[config.mk]
export PLATFORM = sky130hd
export DESIGN_NAME = dst_sample_timing
export DESIGN_NICKNAME = d
export VERILOG_FILES = /design/src/verilog/dst_pkg.sv /design/src/verilog/dst_pair_buf.sv /design/src/verilog/dst_sample_timing.sv
export SDC_FILE = /design/constraint.sdc
export NUM_CORES = 1
export LEC_CHECK = 0
export BUFFER_PORTS_ARGS = -buffer_cell sky130_fd_sc_hd__buf_2
export CAP_MARGIN = 20
export CELL_PAD_IN_SITES_DETAIL_PLACEMENT = 1
export CELL_PAD_IN_SITES_GLOBAL_PLACEMENT = 1
export CORE_AREA = 2 2 241 243
export DETAILED_ROUTE_END_ITERATION = 6
export DIE_AREA = 0 0 243 245
export GPL_TIMING_DRIVEN = 1
export PLACE_DENSITY_LB_ADDON = 0.05
export SYNTH_ARGS = -nofsm -noshare
export SYNTH_HDL_FRONTEND = slang
export SYNTH_SLANG_ARGS = --single-unit
[constraint.sdc]
create_clock -name mclk -period 12.84 [get_ports mclk]
set_clock_uncertainty 0.2 [all_clocks]
set_input_delay 1.926 -clock mclk [delete_from_list [all_inputs] [get_ports mclk]]
set_output_delay 1.926 -clock mclk [all_outputs]
set_load 0.1 [all_outputs]
[src/verilog/dst_pkg.sv]
// Purpose: shared constants and carriers of the sample-timing path
// Assumes: mclk is the selected system clock at 100 MHz
// Notes:   frame, bit windows and host latch map live here
package dst_pkg;
	// ----------------------------------------
	// clock and frame timing
	// ----------------------------------------
	localparam int unsigned CLK_HZ          = 100_000_000;
	localparam int unsigned FRAME_HZ        = 256_000;
	localparam int unsigned FRAME_CYC       = CLK_HZ / FRAME_HZ;
	localparam int unsigned INSTR_PER_FRAME = 59;
	localparam int unsigned CLK_PER_INSTR   = 2;
	localparam int unsigned SLOT_CYC        = INSTR_PER_FRAME * CLK_PER_INSTR;
	localparam int unsigned CNT_W           = 9;
	localparam logic [CNT_W-1:0] FRAME_LAST = CNT_W'(FRAME_CYC - 1);
	localparam logic [CNT_W-1:0] SLOT_END   = CNT_W'(SLOT_CYC);

	// ----------------------------------------
	// serial ports: receive bit = 4 clocks, transmit bit = 2 clocks
	// ----------------------------------------
	localparam int unsigned WORD_W          = 16;
	localparam int unsigned RX_BIT_CYC      = 4;
	localparam int unsigned TX_BIT_CYC      = RX_BIT_CYC / 2;
	localparam logic [CNT_W-1:0] RX_START   = 9'h008;
	localparam logic [CNT_W-1:0] RX_END     = CNT_W'(8 + WORD_W * RX_BIT_CYC);
	localparam logic [CNT_W-1:0] TX_START   = 9'h008;
	localparam logic [CNT_W-1:0] TX_END     = CNT_W'(8 + WORD_W * TX_BIT_CYC);
	localparam int unsigned AUX_IN_N        = 4;
	localparam int unsigned SLOW_OUT_N      = 8;

	// ----------------------------------------
	// host latch map (byte index)
	// ----------------------------------------
	localparam int unsigned LATCH_N         = 21;
	localparam logic [4:0] ADR_MODE         = 5'h00;
	localparam logic [4:0] ADR_FREQ0        = 5'h01;
	localparam logic [4:0] ADR_FREQ3        = 5'h04;
	localparam logic [4:0] ADR_SLOW0        = 5'h05;
	localparam int unsigned MODE_EXT_BIT    = 0;
	localparam logic [7:0] LATCH_RST        = 8'h00;
	localparam logic [31:0] FREQ_RST        = 32'h0000_0000;

	typedef struct packed {
		logic       cs_n;
		logic       wr_n;
		logic [4:0] addr;
		logic [7:0] data;
	} dst_host_t;

	typedef struct packed {
		logic [WORD_W-1:0] x;
		logic [WORD_W-1:0] y;
	} dst_xy_t;

	typedef struct packed {
		logic sclk;
		logic ld;
		logic sd_a;
		logic sd_b;
		logic p2s_a;
		logic p2s_b;
	} dst_dac_t;
endpackage

[src/verilog/dst_pair_buf.sv]
// Purpose: two-entry buffer for in-phase/quadrature result pairs
// Assumes: one clock, producer and consumer both on mclk
// Notes:   full and empty are exact; ready is combinational
module dst_pair_buf
	import dst_pkg::*;
(
	// clock and reset
	input  wire logic    mclk,
	input  wire logic    arst_n,
	// filling side
	input  wire logic    in_valid,
	output logic         in_ready,
	input  wire dst_xy_t in_data,
	// draining side
	output logic         out_valid,
	input  wire logic    out_ready,
	output dst_xy_t      out_data
);
	typedef struct packed {
		dst_xy_t [1:0] mem;
		logic          wp;
		logic          rp;
		logic [1:0]    cnt;
	} dst_buf_st_t;

	dst_buf_st_t s_q, s_d;
	logic        push, pop;

	assign in_ready  = (s_q.cnt != 2'd2);
	assign out_valid = (s_q.cnt != 2'd0);
	assign out_data  = s_q.mem[s_q.rp];
	assign push      = in_valid && in_ready;
	assign pop       = out_valid && out_ready;

	always_comb
	begin
		s_d = s_q;
		if (push)
		begin
			s_d.mem[s_q.wp] = in_data;
			s_d.wp          = ~s_q.wp;
		end
		if (pop)
			s_d.rp = ~s_q.rp;
		s_d.cnt = s_q.cnt + {1'b0, push} - {1'b0, pop};
	end

	always_ff @(posedge mclk or negedge arst_n)
	begin
		if (!arst_n)
			s_q <= '0;
		else
			s_q <= s_d;
	end
endmodule // dst_pair_buf

[src/verilog/dst_sample_timing.sv]
// Purpose: frame timing, converter streams, sine synthesis and host latches
// Assumes: mclk is the board clock chosen by clk_sel_ext outside this block
// Notes:   all timing strobes derive from one frame counter; host pins are synced

// Function
// - internal mode: run board from crystal
// - external mode: switch clock to steered oscillator
// - common 256 kHz frame, 59 two-clock instructions
// - squared sine feeds phase comparator
// - host frequency word drives sine synthesis
// - timing derives converter clocks and mux selects
// - main sample enters serial receive port
// - aux stream into serial-to-parallel pair
// - each input channel new sample per frame
// - four converter channels updated every frame
// - transmit port, double rate, one channel each
// - other channels via parallel-to-serial pair
// - sine, in-phase, quadrature get dedicated channels
// - fourth channel multiplexed over eight slow outputs
// - next sine sample each frame by accumulation
// - aux inputs each sampled every four frames
// - bus buffers enabled only during host write
// - latched configuration held until rewritten
// - one decoder makes all strobes
module dst_sample_timing
	import dst_pkg::*;
(
	// clock and reset
	input  wire logic              mclk,
	input  wire logic              arst_n,
	// host bus pins
	input  wire dst_host_t         host_pins,
	output logic                   bus_buf_en_n,
	// clock select and loop
	output logic                   clk_sel_ext,
	output logic                   ref_square,
	output logic                   proc_slot,
	// converter timing and serial inputs
	output logic                   adc_conv,
	output logic                   adc_sclk,
	input  wire logic              adc_main_sd,
	input  wire logic              adc_aux_sd,
	output logic [1:0]             aux_in_sel,
	// received samples
	output logic [WORD_W-1:0]      main_smp,
	output logic                   main_smp_vld,
	output logic [WORD_W-1:0]      aux_smp,
	output logic [1:0]             aux_smp_idx,
	output logic                   aux_smp_vld,
	// result pairs from the processing side
	input  wire logic              xy_valid,
	output logic                   xy_ready,
	input  wire dst_xy_t           xy_data,
	// converter outputs
	output dst_dac_t               dac,
	output logic [2:0]             slow_out_sel
);
	// ----------------------------------------
	// state
	// ----------------------------------------
	typedef struct packed {
		dst_host_t                  h_meta;
		dst_host_t                  h_sync;
		logic                       h_wr_prev;
		logic [1:0]                 sd_meta;
		logic [1:0]                 sd_sync;
		logic [LATCH_N-1:0][7:0]    latch;
		logic [31:0]                freq;
		logic [31:0]                phase;
		logic [CNT_W-1:0]           cnt;
		logic [1:0]                 aux_sel;
		logic [2:0]                 slow_sel;
		logic [WORD_W-1:0]          rx_main;
		logic [WORD_W-1:0]          rx_aux;
		logic [WORD_W-1:0]          main_smp;
		logic [WORD_W-1:0]          aux_smp;
		logic [1:0]                 aux_idx;
		logic                       main_vld;
		logic                       aux_vld;
		logic [WORD_W-1:0]          sine;
		dst_xy_t                    xy;
		logic [WORD_W-1:0]          tx_a;
		logic [WORD_W-1:0]          tx_b;
		logic [WORD_W-1:0]          p2s_a;
		logic [WORD_W-1:0]          p2s_b;
		dst_dac_t                   dac;
		logic                       buf_en_n;
		logic                       clk_ext;
		logic                       ref_sq;
		logic                       conv;
		logic                       sclk;
		logic                       slot;
	} dst_st_t;

	dst_st_t s_q, s_d;

	// ----------------------------------------
	// result buffer
	// ----------------------------------------
	logic    pair_vld;
	logic    pair_pop;
	dst_xy_t pair_data;

	dst_pair_buf u_pair_buf
	(
		.mclk      (mclk),
		.arst_n    (arst_n),
		.in_valid  (xy_valid),
		.in_ready  (xy_ready),
		.in_data   (xy_data),
		.out_valid (pair_vld),
		.out_ready (pair_pop),
		.out_data  (pair_data)
	);

	// a pair is taken only at frame start; an empty buffer repeats the last pair
	assign pair_pop = (s_q.cnt == FRAME_LAST);

	// ----------------------------------------
	// helpers
	// ----------------------------------------
	logic             frame_end;
	logic             rx_win;
	logic             tx_win;
	logic             host_wr_now;
	logic             wr_stb;
	logic [CNT_W-1:0] rx_off;
	logic [15:0]      ph_mag;
	logic [31:0]      ph_prod;
	logic [WORD_W-1:0] slow_word;
	logic [4:0]       slow_adr;
	logic [WORD_W-1:0] sine_nx;

	assign frame_end   = (s_q.cnt == FRAME_LAST);
	assign rx_win      = (s_q.cnt >= RX_START) && (s_q.cnt < RX_END);
	assign tx_win      = (s_q.cnt >= TX_START) && (s_q.cnt < TX_END);
	assign rx_off      = s_q.cnt - RX_START;
	// the write window is the synced select and write level together
	assign host_wr_now = !s_q.h_sync.cs_n && !s_q.h_sync.wr_n;
	// latch on the trailing edge of the write, when the data has settled
	assign wr_stb      = s_q.h_wr_prev && !host_wr_now;

	// parabola over each half turn: close to a sine, no table needed
	assign ph_mag  = {1'b0, s_q.phase[30:16]};
	assign ph_prod = 32'(ph_mag) * 32'(16'h7FFF - ph_mag);
	assign sine_nx = s_q.phase[31] ? WORD_W'(-$signed({1'b0, ph_prod[29:15]}))
	                               : {1'b0, ph_prod[29:15]};

	assign slow_adr  = 5'(ADR_SLOW0 + {s_q.slow_sel, 1'b0});
	assign slow_word = {s_q.latch[slow_adr + 5'd1], s_q.latch[slow_adr]};

	// ----------------------------------------
	// next state
	// ----------------------------------------
	always_comb
	begin
		s_d = s_q;

		// two flip-flops on every pin before use
		s_d.h_meta  = host_pins;
		s_d.h_sync  = s_q.h_meta;
		s_d.sd_meta = {adc_aux_sd, adc_main_sd};
		s_d.sd_sync = s_q.sd_meta;

		// host side: buffers open only while a write is on the bus
		s_d.h_wr_prev = host_wr_now;
		s_d.buf_en_n  = !host_wr_now;

		// single decode of the address into latch strobes
		if (wr_stb && (s_q.h_sync.addr < 5'(LATCH_N)))
		begin
			s_d.latch[s_q.h_sync.addr] = s_q.h_sync.data;
			// frequency word takes effect whole, on its top byte
			if (s_q.h_sync.addr == ADR_FREQ3)
				s_d.freq = {s_q.h_sync.data, s_q.latch[ADR_FREQ0 + 5'd2],
				            s_q.latch[ADR_FREQ0 + 5'd1], s_q.latch[ADR_FREQ0]};
		end

		// mode latch steers the clock source choice
		s_d.clk_ext = s_q.latch[ADR_MODE][MODE_EXT_BIT];

		// ----------------------------------------
		// frame counter
		// ----------------------------------------
		s_d.cnt  = frame_end ? '0 : s_q.cnt + 9'h001;
		s_d.conv = frame_end;
		// processor instruction slots: two clocks each, fixed budget per frame
		s_d.slot = (s_d.cnt < SLOT_END) && !s_d.cnt[0];

		// receive clock: four clocks per bit in the receive window
		s_d.sclk = rx_win && rx_off[1];
		s_d.main_vld = 1'b0;
		s_d.aux_vld  = 1'b0;
		// sample late in the bit to cover the two-flop pin delay
		if (rx_win && (rx_off[1:0] == 2'b11))
		begin
			s_d.rx_main = {s_q.rx_main[WORD_W-2:0], s_q.sd_sync[0]};
			s_d.rx_aux  = {s_q.rx_aux[WORD_W-2:0], s_q.sd_sync[1]};
		end
		if (s_q.cnt == RX_END)
		begin
			s_d.main_smp = s_q.rx_main;
			s_d.main_vld = 1'b1;
			s_d.aux_smp  = s_q.rx_aux;
			s_d.aux_idx  = s_q.aux_sel;
			s_d.aux_vld  = 1'b1;
		end

		// ----------------------------------------
		// frame start: sine step, selects, load words
		// ----------------------------------------
		s_d.dac.ld = frame_end;
		if (frame_end)
		begin
			s_d.phase    = s_q.phase + s_q.freq;
			s_d.sine     = sine_nx;
			s_d.ref_sq   = !s_q.phase[31];
			s_d.aux_sel  = s_q.aux_sel + 2'd1;
			s_d.slow_sel = s_q.slow_sel + 3'd1;
			if (pair_vld)
				s_d.xy = pair_data;
			// transmit pair: sine and in-phase
			s_d.tx_a  = s_q.sine;
			s_d.tx_b  = s_q.xy.x;
			// parallel-to-serial pair: quadrature and slow channel
			s_d.p2s_a = s_q.xy.y;
			s_d.p2s_b = slow_word;
		end

		// transmit clock at twice the receive bit rate
		s_d.dac.sclk = tx_win && s_q.cnt[0];
		if (tx_win && !s_q.cnt[0])
		begin
			s_d.dac.sd_a  = s_q.tx_a[WORD_W-1];
			s_d.dac.sd_b  = s_q.tx_b[WORD_W-1];
			s_d.dac.p2s_a = s_q.p2s_a[WORD_W-1];
			s_d.dac.p2s_b = s_q.p2s_b[WORD_W-1];
			s_d.tx_a  = {s_q.tx_a[WORD_W-2:0], 1'b0};
			s_d.tx_b  = {s_q.tx_b[WORD_W-2:0], 1'b0};
			s_d.p2s_a = {s_q.p2s_a[WORD_W-2:0], 1'b0};
			s_d.p2s_b = {s_q.p2s_b[WORD_W-2:0], 1'b0};
		end
	end

	// ----------------------------------------
	// registers
	// ----------------------------------------
	always_ff @(posedge mclk or negedge arst_n)
	begin
		if (!arst_n)
		begin
			s_q          <= '0;
			s_q.h_meta   <= '{cs_n: 1'b1, wr_n: 1'b1, addr: 5'h00, data: 8'h00};
			s_q.h_sync   <= '{cs_n: 1'b1, wr_n: 1'b1, addr: 5'h00, data: 8'h00};
			s_q.freq     <= FREQ_RST;
			s_q.buf_en_n <= 1'b1;
		end
		else
		begin
			s_q <= s_d;
		end
	end

	// ----------------------------------------
	// outputs
	// ----------------------------------------
	assign bus_buf_en_n = s_q.buf_en_n;
	assign clk_sel_ext  = s_q.clk_ext;
	assign ref_square   = s_q.ref_sq;
	assign proc_slot    = s_q.slot;
	assign adc_conv     = s_q.conv;
	assign adc_sclk     = s_q.sclk;
	assign aux_in_sel   = s_q.aux_sel;
	assign main_smp     = s_q.main_smp;
	assign main_smp_vld = s_q.main_vld;
	assign aux_smp      = s_q.aux_smp;
	assign aux_smp_idx  = s_q.aux_idx;
	assign aux_smp_vld  = s_q.aux_vld;
	assign dac          = s_q.dac;
	assign slow_out_sel = s_q.slow_sel;
endmodule // dst_sample_timing

==> results.md <==
* Setup ws final at a little over 5 ns
* Placement Setup Slack at roughly 5 ns
* Pwr Density at 118.5 nW/um2
* Main synth FF type: dfrtp_1
* Full die area at 59540 um2
* Count leader, synth: nand2_1
* Ant diodes at 0
* Fin. max-slew vios at 0
* Top cells by area, synth: dfrtp_1 43%, fa_1 9.7%, mux2_2 9.6%, ha_1 6.9%, nand2_1 6.7%
* Final setup violation count at 0
* CTS H-tree depth at 2
* Synthesized instance count at 2912
* # fillers at 6136
* Cell taking the most area after synthesis: dfrtp_1
* Critical Path Stages at 22
* R2r setup slk at between 5 and 6 ns
* Cell Rows at 88
* Reg area at 13500 um2
* Final worst-path cycle share at roughly 60%
* Max Cap Viol at 0
* Post-synth net total at approximately 3300
* XOR/XNOR Fraction of Synth Area at under 10%
* Worst EP required at ~13 ns
* Path category of the worst min-delay check: reg -> reg
* VDD IR max at ~0.00014 V
* CP endpoint: s_q[123]
* Via count at roughly 21000
* Worst slew margin at 33.81%
* Worst r2r src: ph_mag[6]
* Die width at 243 um
* Core footprint at roughly 57000 um2
* Type of element capturing the critical path: register
* Clock buffer depth at 3
* Final core utilization at a little under 60%
* Crit start category: register
* Port bufs at between 100 and 150
* R2r endpoint: s_q[123]
* Yosys warnings at 0
* TritonCTS clock tree: built
* Mean Syn Cell Area at approximately 11 um2
* Fmax at roughly 130 MHz
* GR Util All Layers at a little over a quarter
* Wire length on met2 at ~40000 um
* Multiplexer area fraction after synthesis at 13.45%
* Post-cts hold buffer count at 0
* Initial antenna violation count at 0
* Switching Share at 24.18%
* Multi-input logic area at 15780 um2
* Clock power share at approximately 41%
* Status: finished, final reports clean
* Arrival @ worst endpoint at 7.96 ns
* Largest net degree at the start of global routing at 111
* Layout cells sized above 1 at roughly a fifth
* Gpl congestion at 0.8621
* Commonest cells post-synth: 559 x nand2_1, 534 x dfrtp_1, 264 x mux2_2
* Vias in the first global route at 23460
* Nets at between 3000 and 4000
* CTS Sinks at between 500 and 600
* Drt first pass iters at 5
* Final WL at approximately 76000 um
* Met1 wire length at ~33000 um
* Synth top area share at between 40% and 50%
* Initial Util at between 50% and 60%
* Share of the yosys chip area belonging to registers at a little over two fifths
* Grt ovf at 0
* Uppermost layer routed: met4
* CP top delay family: adder cells
* Crit-path slowest cell: dfrtp_1
* Worst-skew pair later-pin latency at 0.62 ns
* Largest family of logic cells by synthesized area: adder cells
* Post-Synth Simple-Gate Area at a little under an eighth
* Root buf cell: clkbuf_16
* Global-route wire length before repair at ~130000 um
* Worst Reg-to-Reg Cells at 22
* Mapped Area at 31100 um2
* Crit-path cells: clkinv_1 > nand2_1 > fa_1 > fa_1 > inv_1 > fa_1 > fa_1 > fa_1 > inv_1 > fa_1 > inv_1 > ha_1 > a21oi_1 > o21ai_1 > a2bb2oi_2 > nand3_1 > a2111oi_0 > nor3b_1 > nor3_4 > nand2_2 > o41ai_2 > o21ai_1
* Vias per Instance at about 5.7
* Drt wl/cell at around 21 um
* Final hold vios at 0
* Final ANT Viol Nets at 0
* Post-synth EDFFs at 0
* Critical path's largest stage delay at between 0.8 and 0.9 ns
* Clk pin slew, worst setup/hold paths at roughly 0.060 ns
* RSZ-0062 raised after global routing: no
* Setup TNS at 0 ns
* DP Wirelength at about 53000 um
* Post-CTS sizing at 0
* Crit. Startpoint: ph_mag[6]
* Fin crit period at 7.702 ns
* Pleak at around 0.017 uW
* Most used cell, CP: fa_1
* Synth Area in Adders at 16.60%
* Synth Register Bits at around 540
* Met3 Wirelength at 1867 um
* Layout area overhead at 8.734%
* Int Power at between 3000 and 4000 uW
* Crit Path Max Fanout at 20
* Sequential share of power at between 40% and 50%
* Die height at about 250 um
* Sw Pwr at ~970 uW
* Setup CP Type: reg -> reg
* Post-synthesis compound-gate area fraction at between 7 and 8%
* CTS buffer count at 57
* Worst path bufs/invs at 4
* Starting DRC count in detailed routing at approximately 1000
* Gate power share at a little under a tenth
* Asr flop ratio synth at 100.0%
* Io pins at 106
* Worst Tran Pin Value at around 0.99 ns
* Setup bufs post-CTS at 0
* Residual DRC at 0
* Netlist cell types at 82
==> power groups by stage <==
stage	Clock (uW)	Sequential, uW	Combinational, uW
floorplan	0	1960	274
global placement	0	1990	361
detailed placement	0	2000	381
CTS	1690	1980	385
global route	1750	2000	413
finish	1650	1980	376
==> area by class of cell <==
cell class / count / share of cell area [%]
multi-input combinational: 1929 / 46.67
sequential: 539 / 39.91
clock buffer: 85 / 5.036
tap: 765 / 2.830
inverter: 254 / 2.819
timing repair buffer: 129 / 2.213
clock inverter: 16 / 0.5217
==> layout by cell type, fill, tap and decap left out, types with 59 or more instances in the layout <==
master,n
inv_1,246
a21oi_1,59
nor2_1,165
fa_1,151
mux2_2,264
buf_2,104
ha_1,171
nand2_1,558
o21ai_0,93
dfrtp_1,532
==> layer usage <==
metal,global-route usage (%),vias up
met3,2.821,142
met1,33.28,11070
li1,-,9607
met2,47.50,278
met4,8.048,0
met5,0,-
==> worst min path at each step <==
stage                         from  endpoint  slack, ns  cells after the start
final                     s_d[450]  s_q[450]       0.14                      0
after CTS                 s_d[454]  s_q[454]       0.15                      0
after global routing      s_d[450]  s_q[450]       0.15                      0
after detailed placement  s_d[454]  s_q[454]       0.14                      0
after global placement    s_d[445]  s_q[445]       0.13                      0
after floorplan           s_d[438]  s_q[438]       0.13                      0
==> through the flow <==
stage               area (um2)  total power [uW]  instances  hold WS [ns]
finish                   33820              4006       3717        0.1389
floorplan                31100              2233       2912        0.1312
global route             33820              4163       3717        0.1523
detailed placement       31890              2386       3614        0.1363
CTS                      33770              4053       3715        0.1495
global placement         31890              2346       3614        0.1320
==> cell families (layout without fill, tap and decap cells) <==
| group | after synthesis | in the layout |
|---|---|---|
| buf+inv | 444 | 484 |
| flops | 539 | 539 |
| compound gates | 336 | 336 |
| xor+xnor | 65 | 65 |
| fa+ha+maj | 322 | 322 |
| mux | 345 | 345 |
| simple gates | 861 | 861 |
==> registers in the layout, summed over array words and instances (netlist names) <==
register and flops:
slow_out_sel 3, adc_sclk 1, aux_smp_vld 1, ref_square 1
clk_sel_ext 1, bus_buf_en_n 1, main_smp 16, adc_conv 1
s_d 18, u_pair_buf.s_q 68, aux_in_sel 2, s_q 387
ph_mag 15, aux_smp 16, dac 5, proc_slot 1
aux_smp_idx 2
(Power assumes the default switching activity.)
